==> src/inc/cuvx_cfg.svh <==
// Constants for the cell undervoltage alert and extremum status block.
`ifndef CUVX_CFG_SVH
`define CUVX_CFG_SVH
`define CUVX_NCELL 14
`define CUVX_WORD_W 16
`define CUVX_IDX_W 4
`define CUVX_ADDR_W 12
`define CUVX_IDX_ALERTS 8'h09
`define CUVX_IDX_EXTREMUM 8'h0a
`define CUVX_IDX_UTHR 8'h10
`define CUVX_IDX_BTHR 8'h11
`define CUVX_IDX_ALERT_EN 8'h12
`define CUVX_IDX_POLARITY 8'h13
`define CUVX_IDX_CELL_EN 8'h14
`define CUVX_IDX_CTRL 8'h15
`define CUVX_IDX_IRQ_STAT 8'h16
`define CUVX_IDX_IRQ_MASK 8'h17
`define CUVX_RST_WORD 16'h0000
`define CUVX_RST_CELLS 14'h0000
`define CUVX_RST_IDX 4'h0
`define CUVX_IDX_INVALID 4'hf
`define CUVX_HI_LSB 8
`define CUVX_LO_LSB 0
`define CUVX_CTRL_FILT 0
`define CUVX_CTRL_SET 1
`define CUVX_NEV 3
`define CUVX_EV_ACQ 0
`define CUVX_EV_ALERT 1
`define CUVX_EV_INVALID 2
`endif

==> src/inc/cuvx_pkg.sv <==
// Types and shared compare function for the cell undervoltage status block.
package cuvx_pkg;
  `include "cuvx_cfg.svh"
  typedef logic [`CUVX_WORD_W-1:0] cuvx_word_t;
  typedef logic [`CUVX_NCELL-1:0][`CUVX_WORD_W-1:0] cuvx_cells_t;
  typedef enum logic [1:0] {CUVX_M_IDLE = 2'b01, CUVX_M_WAIT = 2'b10} cuvx_mstate_t;
  typedef enum logic [2:0] {CUVX_S_IDLE = 3'b001, CUVX_S_RUN = 3'b010, CUVX_S_DONE = 3'b100} cuvx_sstate_t;

  // Greater-than on a unipolar (unsigned) or bipolar (signed) reading.
  function automatic logic cuvx_greater(input cuvx_word_t a, input cuvx_word_t b, input logic sgn);
    cuvx_greater = sgn ? ($signed(a) > $signed(b)) : (a > b);
  endfunction

  typedef struct packed {
    cuvx_mstate_t st;
    logic pready;
    logic pslverr;
    logic [31:0] prdata;
    cuvx_word_t uthr;
    cuvx_word_t bthr;
    logic [`CUVX_NCELL-1:0] alert_en;
    logic [`CUVX_NCELL-1:0] pol;
    logic [`CUVX_NCELL-1:0] cell_en;
    logic filt;
    logic set_sel;
    logic [`CUVX_NEV-1:0] irq_stat;
    logic [`CUVX_NEV-1:0] irq_mask;
    logic irq;
    logic summary;
    logic [`CUVX_NCELL-1:0] alerts;
    logic [`CUVX_NCELL-1:0] pend;
    logic [`CUVX_IDX_W-1:0] hi;
    logic [`CUVX_IDX_W-1:0] lo;
    logic sweep;
    logic start;
    logic [`CUVX_NCELL-1:0] incl;
    logic sgn;
    cuvx_cells_t data;
  } cuvx_main_t;

  typedef struct packed {
    cuvx_sstate_t st;
    logic [`CUVX_IDX_W-1:0] idx;
    logic any;
    cuvx_word_t hi_val;
    cuvx_word_t lo_val;
    logic [`CUVX_IDX_W-1:0] hi_idx;
    logic [`CUVX_IDX_W-1:0] lo_idx;
    logic done;
  } cuvx_srch_t;
endpackage

==> src/inc/cuvx_search_if.sv <==
// Carrier between the status top and its extremum search engine.
`timescale 1ns/1ps
`include "cuvx_cfg.svh"
interface cuvx_search_if;
  logic start;
  cuvx_pkg::cuvx_cells_t data;
  logic [`CUVX_NCELL-1:0] incl;
  logic sgn;
  logic done;
  logic [`CUVX_IDX_W-1:0] hi_idx;
  logic [`CUVX_IDX_W-1:0] lo_idx;
  modport ctl (output start, output data, output incl, output sgn, input done, input hi_idx, input lo_idx);
  modport eng (input start, input data, input incl, input sgn, output done, output hi_idx, output lo_idx);
endinterface

==> src/rtl/cuvx_extremum.sv <==
// Sequential search for the highest and lowest cell among a selected set.
`timescale 1ns/1ps
`include "cuvx_cfg.svh"
module cuvx_extremum (
  input wire logic clock, // System clock.
  input wire logic rst, // Synchronous reset, active high.
  cuvx_search_if.eng sif // Search request and result.
);
  import cuvx_pkg::*;

  cuvx_srch_t s_q;
  cuvx_srch_t s_d;
  cuvx_word_t v;
  logic take;

  assign sif.done = s_q.done;
  assign sif.hi_idx = s_q.hi_idx;
  assign sif.lo_idx = s_q.lo_idx;

  // Walks the cells upward one per cycle; strict compares keep the lower cell on a tie.
  always_comb begin
    s_d = s_q;
    s_d.done = 1'b0;
    v = sif.data[s_q.idx];
    take = sif.incl[s_q.idx];
    unique case (s_q.st)
      CUVX_S_IDLE: begin
        if (sif.start) begin
          s_d.st = CUVX_S_RUN;
          s_d.idx = `CUVX_RST_IDX;
          s_d.any = 1'b0;
        end
      end
      CUVX_S_RUN: begin
        if (take) begin
          s_d.any = 1'b1;
          if (!s_q.any || cuvx_greater(v, s_q.hi_val, sif.sgn)) begin
            s_d.hi_val = v;
            s_d.hi_idx = s_q.idx + 4'h1;
          end
          if (!s_q.any || cuvx_greater(s_q.lo_val, v, sif.sgn)) begin
            s_d.lo_val = v;
            s_d.lo_idx = s_q.idx + 4'h1;
          end
        end
        if (s_q.idx == 4'(`CUVX_NCELL - 1)) begin
          s_d.st = CUVX_S_DONE;
        end else begin
          s_d.idx = s_q.idx + 4'h1;
        end
      end
      CUVX_S_DONE: begin
        if (!s_q.any) begin
          s_d.hi_idx = `CUVX_IDX_INVALID;
          s_d.lo_idx = `CUVX_IDX_INVALID;
        end
        s_d.done = 1'b1;
        s_d.st = CUVX_S_IDLE;
      end
      default: begin
        s_d.st = CUVX_S_IDLE;
      end
    endcase
  end

  // Registers the search state.
  always_ff @(posedge clock) begin
    if (rst) begin
      s_q <= '{st: CUVX_S_IDLE, idx: `CUVX_RST_IDX, any: 1'b0, hi_val: `CUVX_RST_WORD,
               lo_val: `CUVX_RST_WORD, hi_idx: `CUVX_RST_IDX, lo_idx: `CUVX_RST_IDX, done: 1'b0};
    end else begin
      s_q <= s_d;
    end
  end
endmodule

==> src/rtl/cuvx_top.sv <==
// Cell undervoltage alert and extremum index status block with APB registers.
// Notes on behaviour
// - Fourteen undervoltage flags sit in bits 13 to 0, cell n in bit n-1, bits 15 and 14 read zero.
// - A cell is flagged when its reading is below the unipolar threshold, or the bipolar one if its sign select is 1.
// - A cell is evaluated only while its low alert enable bit is 1, so a disabled cell never alerts.
// - Each acquisition rewrites the flags, so a resolved condition clears and a persisting one stays set.
// - The alert and extremum registers are read-only, reset to zero, and ignore writes.
// - After a scan the highest enabled cell number goes to bits 11 to 8.
// - After a scan the lowest enabled cell number goes to bits 3 to 0.
// - The extremum search uses either arithmetic results or filtered results per the filtered read select.
// - Extremum fields change only for acquisitions requested with sweep high.
// - On a tie the lowest cell number is reported for both fields.
// - The search covers only unipolar or only bipolar cells per the extremum set select.
// - When no scanned cell is in the selected set both fields read hexadecimal F.
// - The summary output is the OR of all fourteen undervoltage flags.
`timescale 1ns/1ps
`include "cuvx_cfg.svh"
module cuvx_top (
  input wire logic clock, // System clock, 200 MHz.
  input wire logic rst, // Synchronous reset, active high.
  input wire logic psel, // APB select.
  input wire logic penable, // APB enable.
  input wire logic pwrite, // APB direction, high for write.
  input wire logic [`CUVX_ADDR_W-1:0] paddr, // APB byte address.
  input wire logic [31:0] pwdata, // APB write data.
  output logic [31:0] prdata, // APB read data.
  output logic pready, // APB ready.
  output logic pslverr, // APB error for unmapped addresses.
  input wire logic acq_valid, // Acquisition results are valid this cycle.
  input wire logic acq_sweep, // The acquisition was requested as a scan.
  input wire cuvx_pkg::cuvx_cells_t alu_data, // Arithmetic unit result per cell.
  input wire cuvx_pkg::cuvx_cells_t iir_data, // Filtered result per cell.
  output logic acq_ready, // Block can take an acquisition.
  output logic low_alert_summary, // OR of all undervoltage flags.
  output logic irq // Level interrupt.
);
  import cuvx_pkg::*;

  cuvx_main_t m_q;
  cuvx_main_t m_d;
  cuvx_search_if sif ();
  logic [7:0] ridx;
  logic mapped;
  logic wr;
  logic [`CUVX_NEV-1:0] ev;
  logic [`CUVX_NCELL-1:0] fresh;

  // Returns the register index of a word-aligned address, or all ones when out of range.
  function automatic logic [7:0] cuvx_index(input logic [`CUVX_ADDR_W-1:0] a);
    if (a[1:0] != 2'b00 || a[`CUVX_ADDR_W-1:10] != 2'b00) begin
      cuvx_index = 8'hff;
    end else begin
      cuvx_index = a[9:2];
    end
  endfunction

  // Tells whether one cell reading lies below its low threshold.
  function automatic logic cuvx_below(input cuvx_word_t v, input logic bip, input cuvx_word_t ut,
                                      input cuvx_word_t bt);
    cuvx_below = bip ? cuvx_greater(bt, v, 1'b1) : cuvx_greater(ut, v, 1'b0);
  endfunction

  cuvx_extremum u_search (
    .clock(clock),
    .rst(rst),
    .sif(sif)
  );

  // Presents the captured acquisition to the search engine.
  assign sif.start = m_q.start;
  assign sif.data = m_q.data;
  assign sif.incl = m_q.incl;
  assign sif.sgn = m_q.sgn;

  // Top-level outputs come straight from the state register.
  assign prdata = m_q.prdata;
  assign pready = m_q.pready;
  assign pslverr = m_q.pslverr;
  assign acq_ready = m_q.st[0];
  assign low_alert_summary = m_q.summary;
  assign irq = m_q.irq;

  // Decodes the bus and computes every next-state value.
  always_comb begin
    m_d = m_q;
    ridx = cuvx_index(paddr);
    mapped = 1'b0;
    wr = psel && penable && pwrite && m_q.pready;
    ev = '0;
    fresh = '0;
    m_d.start = 1'b0;

    // Setup cycle: the read word and the error answer are prepared for the access phase.
    m_d.pready = psel && !penable;
    m_d.prdata = 32'h0000_0000;
    if (psel && !penable) begin
      unique case (ridx)
        `CUVX_IDX_ALERTS: begin
          m_d.prdata = {18'h00000, m_q.alerts};
          mapped = 1'b1;
        end
        `CUVX_IDX_EXTREMUM: begin
          m_d.prdata[`CUVX_HI_LSB +: `CUVX_IDX_W] = m_q.hi;
          m_d.prdata[`CUVX_LO_LSB +: `CUVX_IDX_W] = m_q.lo;
          mapped = 1'b1;
        end
        `CUVX_IDX_UTHR: begin
          m_d.prdata = {16'h0000, m_q.uthr};
          mapped = 1'b1;
        end
        `CUVX_IDX_BTHR: begin
          m_d.prdata = {16'h0000, m_q.bthr};
          mapped = 1'b1;
        end
        `CUVX_IDX_ALERT_EN: begin
          m_d.prdata = {18'h00000, m_q.alert_en};
          mapped = 1'b1;
        end
        `CUVX_IDX_POLARITY: begin
          m_d.prdata = {18'h00000, m_q.pol};
          mapped = 1'b1;
        end
        `CUVX_IDX_CELL_EN: begin
          m_d.prdata = {18'h00000, m_q.cell_en};
          mapped = 1'b1;
        end
        `CUVX_IDX_CTRL: begin
          m_d.prdata[`CUVX_CTRL_FILT] = m_q.filt;
          m_d.prdata[`CUVX_CTRL_SET] = m_q.set_sel;
          mapped = 1'b1;
        end
        `CUVX_IDX_IRQ_STAT: begin
          m_d.prdata[`CUVX_NEV-1:0] = m_q.irq_stat;
          mapped = 1'b1;
        end
        `CUVX_IDX_IRQ_MASK: begin
          m_d.prdata[`CUVX_NEV-1:0] = m_q.irq_mask;
          mapped = 1'b1;
        end
        default: begin
          mapped = 1'b0;
        end
      endcase
    end
    m_d.pslverr = psel && !penable && !mapped;

    // Access edge: writable registers load; the two status registers have no write path.
    if (wr && !m_q.pslverr) begin
      unique case (ridx)
        `CUVX_IDX_UTHR: m_d.uthr = pwdata[`CUVX_WORD_W-1:0];
        `CUVX_IDX_BTHR: m_d.bthr = pwdata[`CUVX_WORD_W-1:0];
        `CUVX_IDX_ALERT_EN: m_d.alert_en = pwdata[`CUVX_NCELL-1:0];
        `CUVX_IDX_POLARITY: m_d.pol = pwdata[`CUVX_NCELL-1:0];
        `CUVX_IDX_CELL_EN: m_d.cell_en = pwdata[`CUVX_NCELL-1:0];
        `CUVX_IDX_CTRL: begin
          m_d.filt = pwdata[`CUVX_CTRL_FILT];
          m_d.set_sel = pwdata[`CUVX_CTRL_SET];
        end
        `CUVX_IDX_IRQ_MASK: m_d.irq_mask = pwdata[`CUVX_NEV-1:0];
        default: m_d.irq_mask = m_q.irq_mask;
      endcase
    end

    // Acquisition flow: capture, search, then commit everything in one cycle.
    unique case (m_q.st)
      CUVX_M_IDLE: begin
        if (acq_valid) begin
          for (int i = 0; i < `CUVX_NCELL; i++) begin
            m_d.pend[i] = m_q.alert_en[i] && cuvx_below(alu_data[i], m_q.pol[i], m_q.uthr, m_q.bthr);
          end
          m_d.data = m_q.filt ? iir_data : alu_data;
          m_d.incl = m_q.cell_en & (m_q.set_sel ? m_q.pol : ~m_q.pol);
          m_d.sgn = m_q.set_sel;
          m_d.sweep = acq_sweep;
          m_d.start = 1'b1;
          m_d.st = CUVX_M_WAIT;
        end
      end
      CUVX_M_WAIT: begin
        if (sif.done) begin
          fresh = m_q.pend & ~m_q.alerts;
          m_d.alerts = m_q.pend;
          if (m_q.sweep) begin
            m_d.hi = sif.hi_idx;
            m_d.lo = sif.lo_idx;
            ev[`CUVX_EV_INVALID] = (sif.hi_idx == `CUVX_IDX_INVALID);
          end
          ev[`CUVX_EV_ACQ] = 1'b1;
          ev[`CUVX_EV_ALERT] = |fresh;
          m_d.st = CUVX_M_IDLE;
        end
      end
      default: begin
        m_d.st = CUVX_M_IDLE;
      end
    endcase

    m_d.summary = |m_d.alerts;

    // Sticky events: a write of one clears, but a new event in the same cycle wins.
    if (wr && !m_q.pslverr && ridx == `CUVX_IDX_IRQ_STAT) begin
      m_d.irq_stat = m_q.irq_stat & ~pwdata[`CUVX_NEV-1:0];
    end
    m_d.irq_stat = m_d.irq_stat | ev;
    m_d.irq = |(m_d.irq_stat & m_d.irq_mask);
  end

  // Registers the whole block state; everything resets to zero or idle.
  always_ff @(posedge clock) begin
    if (rst) begin
      m_q <= '{st: CUVX_M_IDLE, pready: 1'b0, pslverr: 1'b0, prdata: 32'h0000_0000,
               uthr: `CUVX_RST_WORD, bthr: `CUVX_RST_WORD, alert_en: `CUVX_RST_CELLS,
               pol: `CUVX_RST_CELLS, cell_en: `CUVX_RST_CELLS, filt: 1'b0, set_sel: 1'b0,
               irq_stat: 3'h0, irq_mask: 3'h0, irq: 1'b0, summary: 1'b0,
               alerts: `CUVX_RST_CELLS, pend: `CUVX_RST_CELLS, hi: `CUVX_RST_IDX, lo: `CUVX_RST_IDX,
               sweep: 1'b0, start: 1'b0, incl: `CUVX_RST_CELLS, sgn: 1'b0, data: '0};
    end else begin
      m_q <= m_d;
    end
  end
endmodule

==> config.mk <==
export PLATFORM = sky130hd
export DESIGN_NAME = cuvx_top
export DESIGN_NICKNAME = d
export VERILOG_FILES = /design/src/inc/cuvx_pkg.sv /design/src/inc/cuvx_search_if.sv /design/src/rtl/cuvx_extremum.sv /design/src/rtl/cuvx_top.sv
export VERILOG_INCLUDE_DIRS = /design/src /design/src/inc
export SDC_FILE = /design/constraint.sdc
export NUM_CORES = 2
export LEC_CHECK = 0
export ABC_CLOCK_PERIOD_IN_PS = 3800
export BUFFER_PORTS_ARGS = -buffer_cell sky130_fd_sc_hd__buf_2
export CORE_UTILIZATION = 40
export CTS_CLUSTER_SIZE = 14
export DETAILED_ROUTE_END_ITERATION = 12
export HOLD_SLACK_MARGIN = 0.12
export PLACE_DENSITY_LB_ADDON = 0.08
export SYNTH_ARGS = -nofsm -noshare
export SYNTH_HDL_FRONTEND = slang
export SYNTH_SLANG_ARGS = --single-unit
==> constraint.sdc <==
create_clock -name clock -period 3.8 [get_ports clock]
set_input_delay 0.38 -clock clock [delete_from_list [all_inputs] [get_ports clock]]
set_output_delay 0.38 -clock clock [all_outputs]
set_load 0.03 [all_outputs]
# Word level (Yosys, flattened, before mapping)
# Cells that the tools add are included.
dict set report op_classes {
  add_sub_neg 1
  magnitude_cmp 33
  n_eq_ne 26
  muxes 56
  bitwise_logic 10
  n_reduce_logical 54
}
# cell count
set op_table {}
lappend op_table {{16-bit > comparator} 32}
lappend op_table {{240-bit 2-to-1 mux} 1}
lappend op_table {{224-bit 2-to-1 mux} 1}
lappend op_table {{16-bit binary-select mux with 4-bit select} 1}
lappend op_table {{8-bit by 5-bit == test with 1-bit output (second input constant)} 8}
lappend op_table {{16-bit 2-to-1 mux} 3}
lappend op_table {{4-bit case mux with 6 select lines} 2}
lappend op_table {{14-bit 2-to-1 mux} 3}
lappend op_table {{41-bit 2-to-1 mux} 1}
lappend op_table {{14-bit AND} 2}
lappend op_table {{14-bit NOT} 2}
lappend op_table {{4-bit case mux with 7 select lines} 1}
lappend op_table {{14-bit OR reduction} 2}
lappend op_table {{8-bit 2-to-1 mux} 3}
lappend op_table {{1-bit logical AND} 21}
lappend op_table {{1-bit 2-to-1 mux} 21}
lappend op_table {{2-bit case mux with 10 select lines} 1}
lappend op_table {{3-bit 2-to-1 mux} 6}
lappend op_table {{2-bit AND reduction} 9}
lappend op_table {{8-bit by 4-bit == test with 1-bit output (second input constant)} 2}
lappend op_table {{8-bit case mux with 2 select lines} 1}
lappend op_table {{3-bit AND reduction} 5}
lappend op_table {{4-bit 2-to-1 mux} 3}
lappend op_table {{2-bit by 1-bit != test with 1-bit output (second input constant)} 5}
lappend op_table {{27 further kinds} 44}
dict set report totals {
  register_bits 446
  inputBits 499
  out_inout_bits 37
  wordCells 225
}

# Depth between registers and ports, before layout
dict set report logic_depth {
  ltp_word 9
  ltp_mapped 18
  depth_no_buf 14
}

# Hierarchy
# Synthesis repeated with hierarchy kept, for this count alone.
dict set report hier_totals {
  cells_unflattened 3694
  hier_area_um2 31717.9
}
# module n_inst cells_per_inst area_each_um2 seq_area_each_um2
set modules_own_cells {}
lappend modules_own_cells {cuvx_top 1 3182 26884.5 7627.3}
lappend modules_own_cells {cuvx_extremum 1 512 4833.4 980.9}

# Least setup slack after synthesis
# OpenSTA, ideal clock, no wires.
dict set report synth_path {
  path_kind {reg-to-reg}
  from {reg u_search.s_q[42] (netlist bit)}
  to {reg u_search.s_q, in the netlist u_search.sif.lo_idx[2]}
  t_arrival_ns 3.578
  t_required_ns 3.677
  setup_slack_ns 0.098
  path_stages_with_launch 18
  period_less_slack_ns 3.702
  cell_sequence {dfxtp_1 > buf_6 > buf_4 > buf_4 > buf_2 > mux2i_1 > o21ai_0 > a21oi_1 > a31oi_1 > inv_1 > ha_1 > nand4_1 > nor4_1 > inv_1 > o2111ai_1 > o211ai_1 > a21oi_2 > mux2_1}
}
dict set report synth_between {
  elab_chain_cells 7
  elab_cells_between_ends 15
}
# item line_no
set synth_rtl {}
lappend synth_rtl {{start, declared} cuvx_extremum.sv:11} ;# cuvx_srch_t s_q;
lappend synth_rtl {{start signal, assigned} cuvx_extremum.sv:69} ;# s_q <= '{st: CUVX_S_IDLE, idx: `CUVX_RST_IDX, any: 1'b0, hi_val: `CUVX_RST_WORD,
lappend synth_rtl {{16-bit binary-select mux with 4-bit select (*)} cuvx_extremum.sv:24} ;# v = sif.data[s_q.idx];
lappend synth_rtl {{16-bit 2-to-1 mux (not written as such) (*)} cuvx_extremum.sv:24}
lappend synth_rtl {{named net u_search.v[10]} cuvx_extremum.sv:13} ;# cuvx_word_t v;
lappend synth_rtl {{16-bit > comparator} cuvx_pkg.sv:11} ;# cuvx_greater = sgn ? ($signed(a) > $signed(b)) : (a > b);
lappend synth_rtl {{1-bit 2-to-1 mux (*)} cuvx_pkg.sv:11}
lappend synth_rtl {{1-bit logical OR (*)} cuvx_extremum.sv:41} ;# if (!s_q.any || cuvx_greater(s_q.lo_val, v, sif.sgn)) begin
lappend synth_rtl {{2-bit by 1-bit != test with 1-bit output (no line) (*)} -}
lappend synth_rtl {{4-bit AND reduction (no line) (*)} -}
# The timed path passes the listed nets; every way through them passes the cells marked *. The select of a mux whose other input is x is not followed.
# A chain may end at the register's enable or synchronous reset.

# Worst setup path in the final report
dict set report layout_path {
  from {reg u_search.s_q[42] (netlist bit)}
  to {reg u_search.s_q[25] (netlist bit)}
}
dict set report layout_between {
  elab_chain_cells 6
  elab_cells_between_ends 9
}
# item line_no
set layout_rtl {}
lappend layout_rtl {{16-bit binary-select mux with 4-bit select (*)} cuvx_extremum.sv:24}
lappend layout_rtl {{16-bit 2-to-1 mux (not written as such) (*)} cuvx_extremum.sv:24}
lappend layout_rtl {{named net u_search.v[9]} cuvx_extremum.sv:13}
lappend layout_rtl {{16-bit > comparator} cuvx_pkg.sv:11}
lappend layout_rtl {{1-bit 2-to-1 mux (*)} cuvx_pkg.sv:11}
lappend layout_rtl {{1-bit logical OR (*)} cuvx_extremum.sv:37} ;# if (!s_q.any || cuvx_greater(v, s_q.hi_val, sif.sgn)) begin
lappend layout_rtl {{3-bit AND reduction (no line) (*)} -}
# Marks and branches as above.

==> results.env <==
CRIT_PATH_MAX_FANOUT=6
FLOW.AREA_GROWTH_FROM_SYNTHESIS_PCT=22.4
NFILLCELLS=7687
GRT_ANTENNA_BEFORE_REPAIR=5
MAX-CLOCK-PATH-BUFFERS=3
FINAL_MIN_PERIOD_OVER_CLOCK_PERIOD_PCT=98.0
SETUP_VIOL_COUNT_FINAL=0
SLOWEST_DELAY_PS=570
SYNTH.DISTINCT_CELLS=77
STATIC-LEAKAGE-POWER_nW=17.8
NETLIST_AREA_MM2=0.0317
SYN-MEAN-INSTANCE-AREA_UM2=8.52
FINAL_NET_COUNT=5292
WORST-SETUP-PATH-TYPE='flip-flop to flip-flop'
DRC=0
CELL_INTERNAL_PWR_mW=8.70
TIMING.SLEW.HEADROOM_PCT=23.7
FIRST_ITER_VIOLATIONS=2921
WIRE_LENGTH_PER_CELL_AFTER_DETAILED_ROUTING_UM=26.6
GLOBALPLACE.CONGESTION=0.979
NETSWITCHINGPOWER_mW=3.47
SYNTH_EDF_COUNT=0
SEQUENTIAL_FRACTION_OF_DESIGN_POWER_PCT=40.7
H-TREE-DEPTH=2
NUMBER_OF_BUFFERS_AND_INVERTERS_ON_THE_CRITICAL_PATH=3
FINAL_DESIGN_AREA_NO_FILL_MM2=0.0388
LAYOUT_COMMONEST_CELL='buf_2'
FINAL_CORE_UTIL_PCT=49.8
WORSTPATHCELLLIST='clkbuf_16, mux4_2, o22ai_1, nor2_2, ha_1, nand4_1, nor4_2, a21bo_2, and4_4, o31a_1, buf_4, buf_6, o21ai_1, a21oi_1'
POWER_PER_CELL_AREA_mW_PER_MM2=313
CRITPATHLAUNCHTYPE='flip-flop'
HP-CLASS='input port to flip-flop'
GRT_MAX_DEGREE=164
DIE_HEIGHT_UM=284
GRT_FIRST_PASS_WIRELENGTH_UM=203000
VIA_COUNT=31100
IO_BUFFER_COUNT=503
ROWS=102
DIE_WIDTH_UM=284
MOSTFREQUENTLAYOUTCELLS='buf_2 (502), ha_1 (481), dfxtp_1 (420), nor2_1 (321), nand2_1 (296)'
GLOBALROUTE.TOTALOVERFLOW=0
POSTSYNTHCELLCOUNT=3726
FIN_TOTAL_PWR_mW=12.2
ROUTE.ANTENNA.REMAINING_NETS=0
RUN_STATUS='finished, final reports clean'
GLOBAL_ROUTING_USAGE_SUMMED_ACROSS_ALL_ROUTING_LAYERS_PCT=34.5
SYNTH_TOP_AREA_SHARE_PCT=27.1
PERIOD_MINUS_SLACK_PS=3720
COMB_POWER_SHARE_PCT=15.8
CORE_AREA_MM2=0.0780
FINAL-HOLD-VIOLATION-COUNT=0
TRITONCTS_NUM_SINKS=430
CTS-BUFFERS-INSERTED=51
DRTPASS1ITERATIONS=9
DIE-AREA_MM2=0.0805
YOSYS.AREA.TOP_TYPE='dfxtp_1'
POWER_FRAC_CLOCK_PCT=43.6
POST_ROUTE_CELLS_DRIVE_ABOVE_1_SHARE_PCT=19.9
SYNTH-SEQ-CELLS=430
TIGHTESTPINTRANSITION_PS=1140
POST_DETAILED_ROUTING_WIRE_LENGTH_UM=143000
CLOCK_SKEW_PS=22.7
GRT_PASS1_VIAS=29200
TIMING.CRITICAL_PATH.REQUIRED_PS=4270
PLACEMENT.CELL_AREA_MM2=0.0359
VIASPERCELL=5.77
END_KIND='flip-flop'
IR_WORST_VDD_V=0.000332
YOSYS-TOP-CELLS-AREA='dfxtp_1 (27%), ha_1 (19%), mux2i_1 (9.2%)'
CLK-INSERTION-DELAY-LATE_PS=630
CRITICAL_PATH.TOP_DELAY_FAMILY='compound AO/OA/AOI/OAI gates'
ARRIVAL_PS=4200
SYNTH.YOSYS.WARNINGS=0
AGGREGATE_NEGATIVE_SETUP_SLACK_PS=0
CLOCKROOTBUFFER='clkbuf_16'
MAX_CAP_VIOLATIONS=0
INITIAL_UTILIZATION_PCT=40.7
SLEW_VIOLATIONS=0
HPWL_UM=112000
WORST_SETUP_HOLD_PATH_CLK_SLEW_PS=60
ASYNC_FLOP_SHARE_PCT=0
CRITICAL_PATH.SLOWEST_CELL='mux4_2'
SYNTH_SEQUENTIAL_AREA_RATIO_PCT=27.1
SW_FRAC_OF_TOTAL_PCT=28.5
SYNTHFLOPTYPE='dfxtp_1'
TOP_LEVEL_PORTS=536
CTS_TREE='yes'
FMAXACHIEVABLE_MHz=268
[cells by family (layout without fill, tap and decap cells)]
group           after synthesis  count (layout)  synth area share, %
compound gates              939             939                 19.5
xor+xnor                     19              19                0.524
fa+ha+maj                   482             482                 19.0
buf+inv                     509            1115                 6.58
flops                       430             430                 27.1
mux                         346             346                 12.7
other cells                   1              17               0.0118
simple gates               1000            1000                 14.5
[worst paths after layout]
| check | startpoint | end | slack (ps) | cells past startpoint |
|---|---|---|---|---|
| worst max-delay path | u_search.s_q[42]$_SDFFE_PP0P_ | u_search.s_q[25]$_SDFFE_PP0P_ | 80 | 14 |
| worst min-delay path | iir_data[9] | m_q[9]$_SDFFE_PP0P_ | 140 | 3 |
| worst min register to register | sif.incl[8]$_SDFFE_PP0P_ | sif.incl[8]$_SDFFE_PP0P_ | 450 | 2 |
| worst max register to register | u_search.s_q[42]$_SDFFE_PP0P_ | u_search.s_q[25]$_SDFFE_PP0P_ | 80 | 14 |
[final cells by class]
cell class,instances,area (um^2),area share [%]
Clock inverter,20,334,0.860
Antenna cell,1,2.50,0.00644
Inverter,284,1070,2.74
Timing Repair Buffer,742,4800,12.4
Sequential cell,430,8630,22.2
Multi-Input combinational cell,2802,21300,54.8
Tap cell,1040,1300,3.35
Clock buffer,69,1430,3.69
[power groups by stage]
stage	combinational, mW	clock [mW]	sequential (mW)
floorplan	1.04	0	4.92
global placement	1.77	0	5.04
detailed placement	1.79	0	5.04
CTS	1.86	5.36	4.94
global route	2.10	5.54	4.96
finish	1.92	5.30	4.95
[Yosys cell counts, types with 32 or more instances]
library cell and n:
mux2i_1 292, ha_1 482, a21oi_1 283, nand3_1 92
dfxtp_1 430, nand4_1 97, nor3_1 35, nor2_1 327
inv_1 282, clkbuf_1 164, o21ai_0 106, mux4_2 44
buf_4 35, o21a_1 32, nor2b_1 41, a211oi_1 237
a21o_1 113, nand2_1 296
[registers in the layout, indices dropped and copies added (netlist names), 4 cells and up]
| signal | flops |
|---|---|
| prdata | 16 |
| m_q | 344 |
| u_search.s_q | 40 |
| u_search.sif.lo_idx | 4 |
| sif.incl | 14 |
| u_search.sif.hi_idx | 4 |
[metal layers]
| layer | vias to the layer above | share of wire (%) | global-route usage (%) |
|---|---|---|---|
| met4 | 0 | 3.5 | 11.0 |
| met3 | 213 | 7.8 | 4.30 |
| li1 | 14800 | - | - |
| met2 | 1350 | 45 | 54.8 |
| met5 | - | 0 | 0 |
| met1 | 14800 | 44 | 48.1 |
[tightest hold or removal path: stages]
cell and delay, ps:
buf_2 120, mux2i_1 130, a211oi_1 80
[stage by stage]
stage | cells | hold slack [ps] | worst slack, ps
floorplan | 3741 | 427 | 98.2
global placement | 5202 | 439 | -61.4
detailed placement | 5202 | 445 | -90.0
CTS | 5367 | 122 | 2.55
global route | 5387 | 134 | -45.0
finish | 5388 | 137 | 75.2
[timing repair]
| action | 4_1_cts | 5_1_grt |
|---|---|---|
| resized for setup | 4 | 57 |
| hold buffers | 74 | 0 |
| pin swaps | 1 | 18 |
| setup endpoints to repair | 23 | 35 |
| gates cloned | 0 | 2 |
| hold endpoints to repair | 105 | 0 |
| setup buffers | 2 | 18 |
Note: power is estimated with default switching activity, not from simulation.
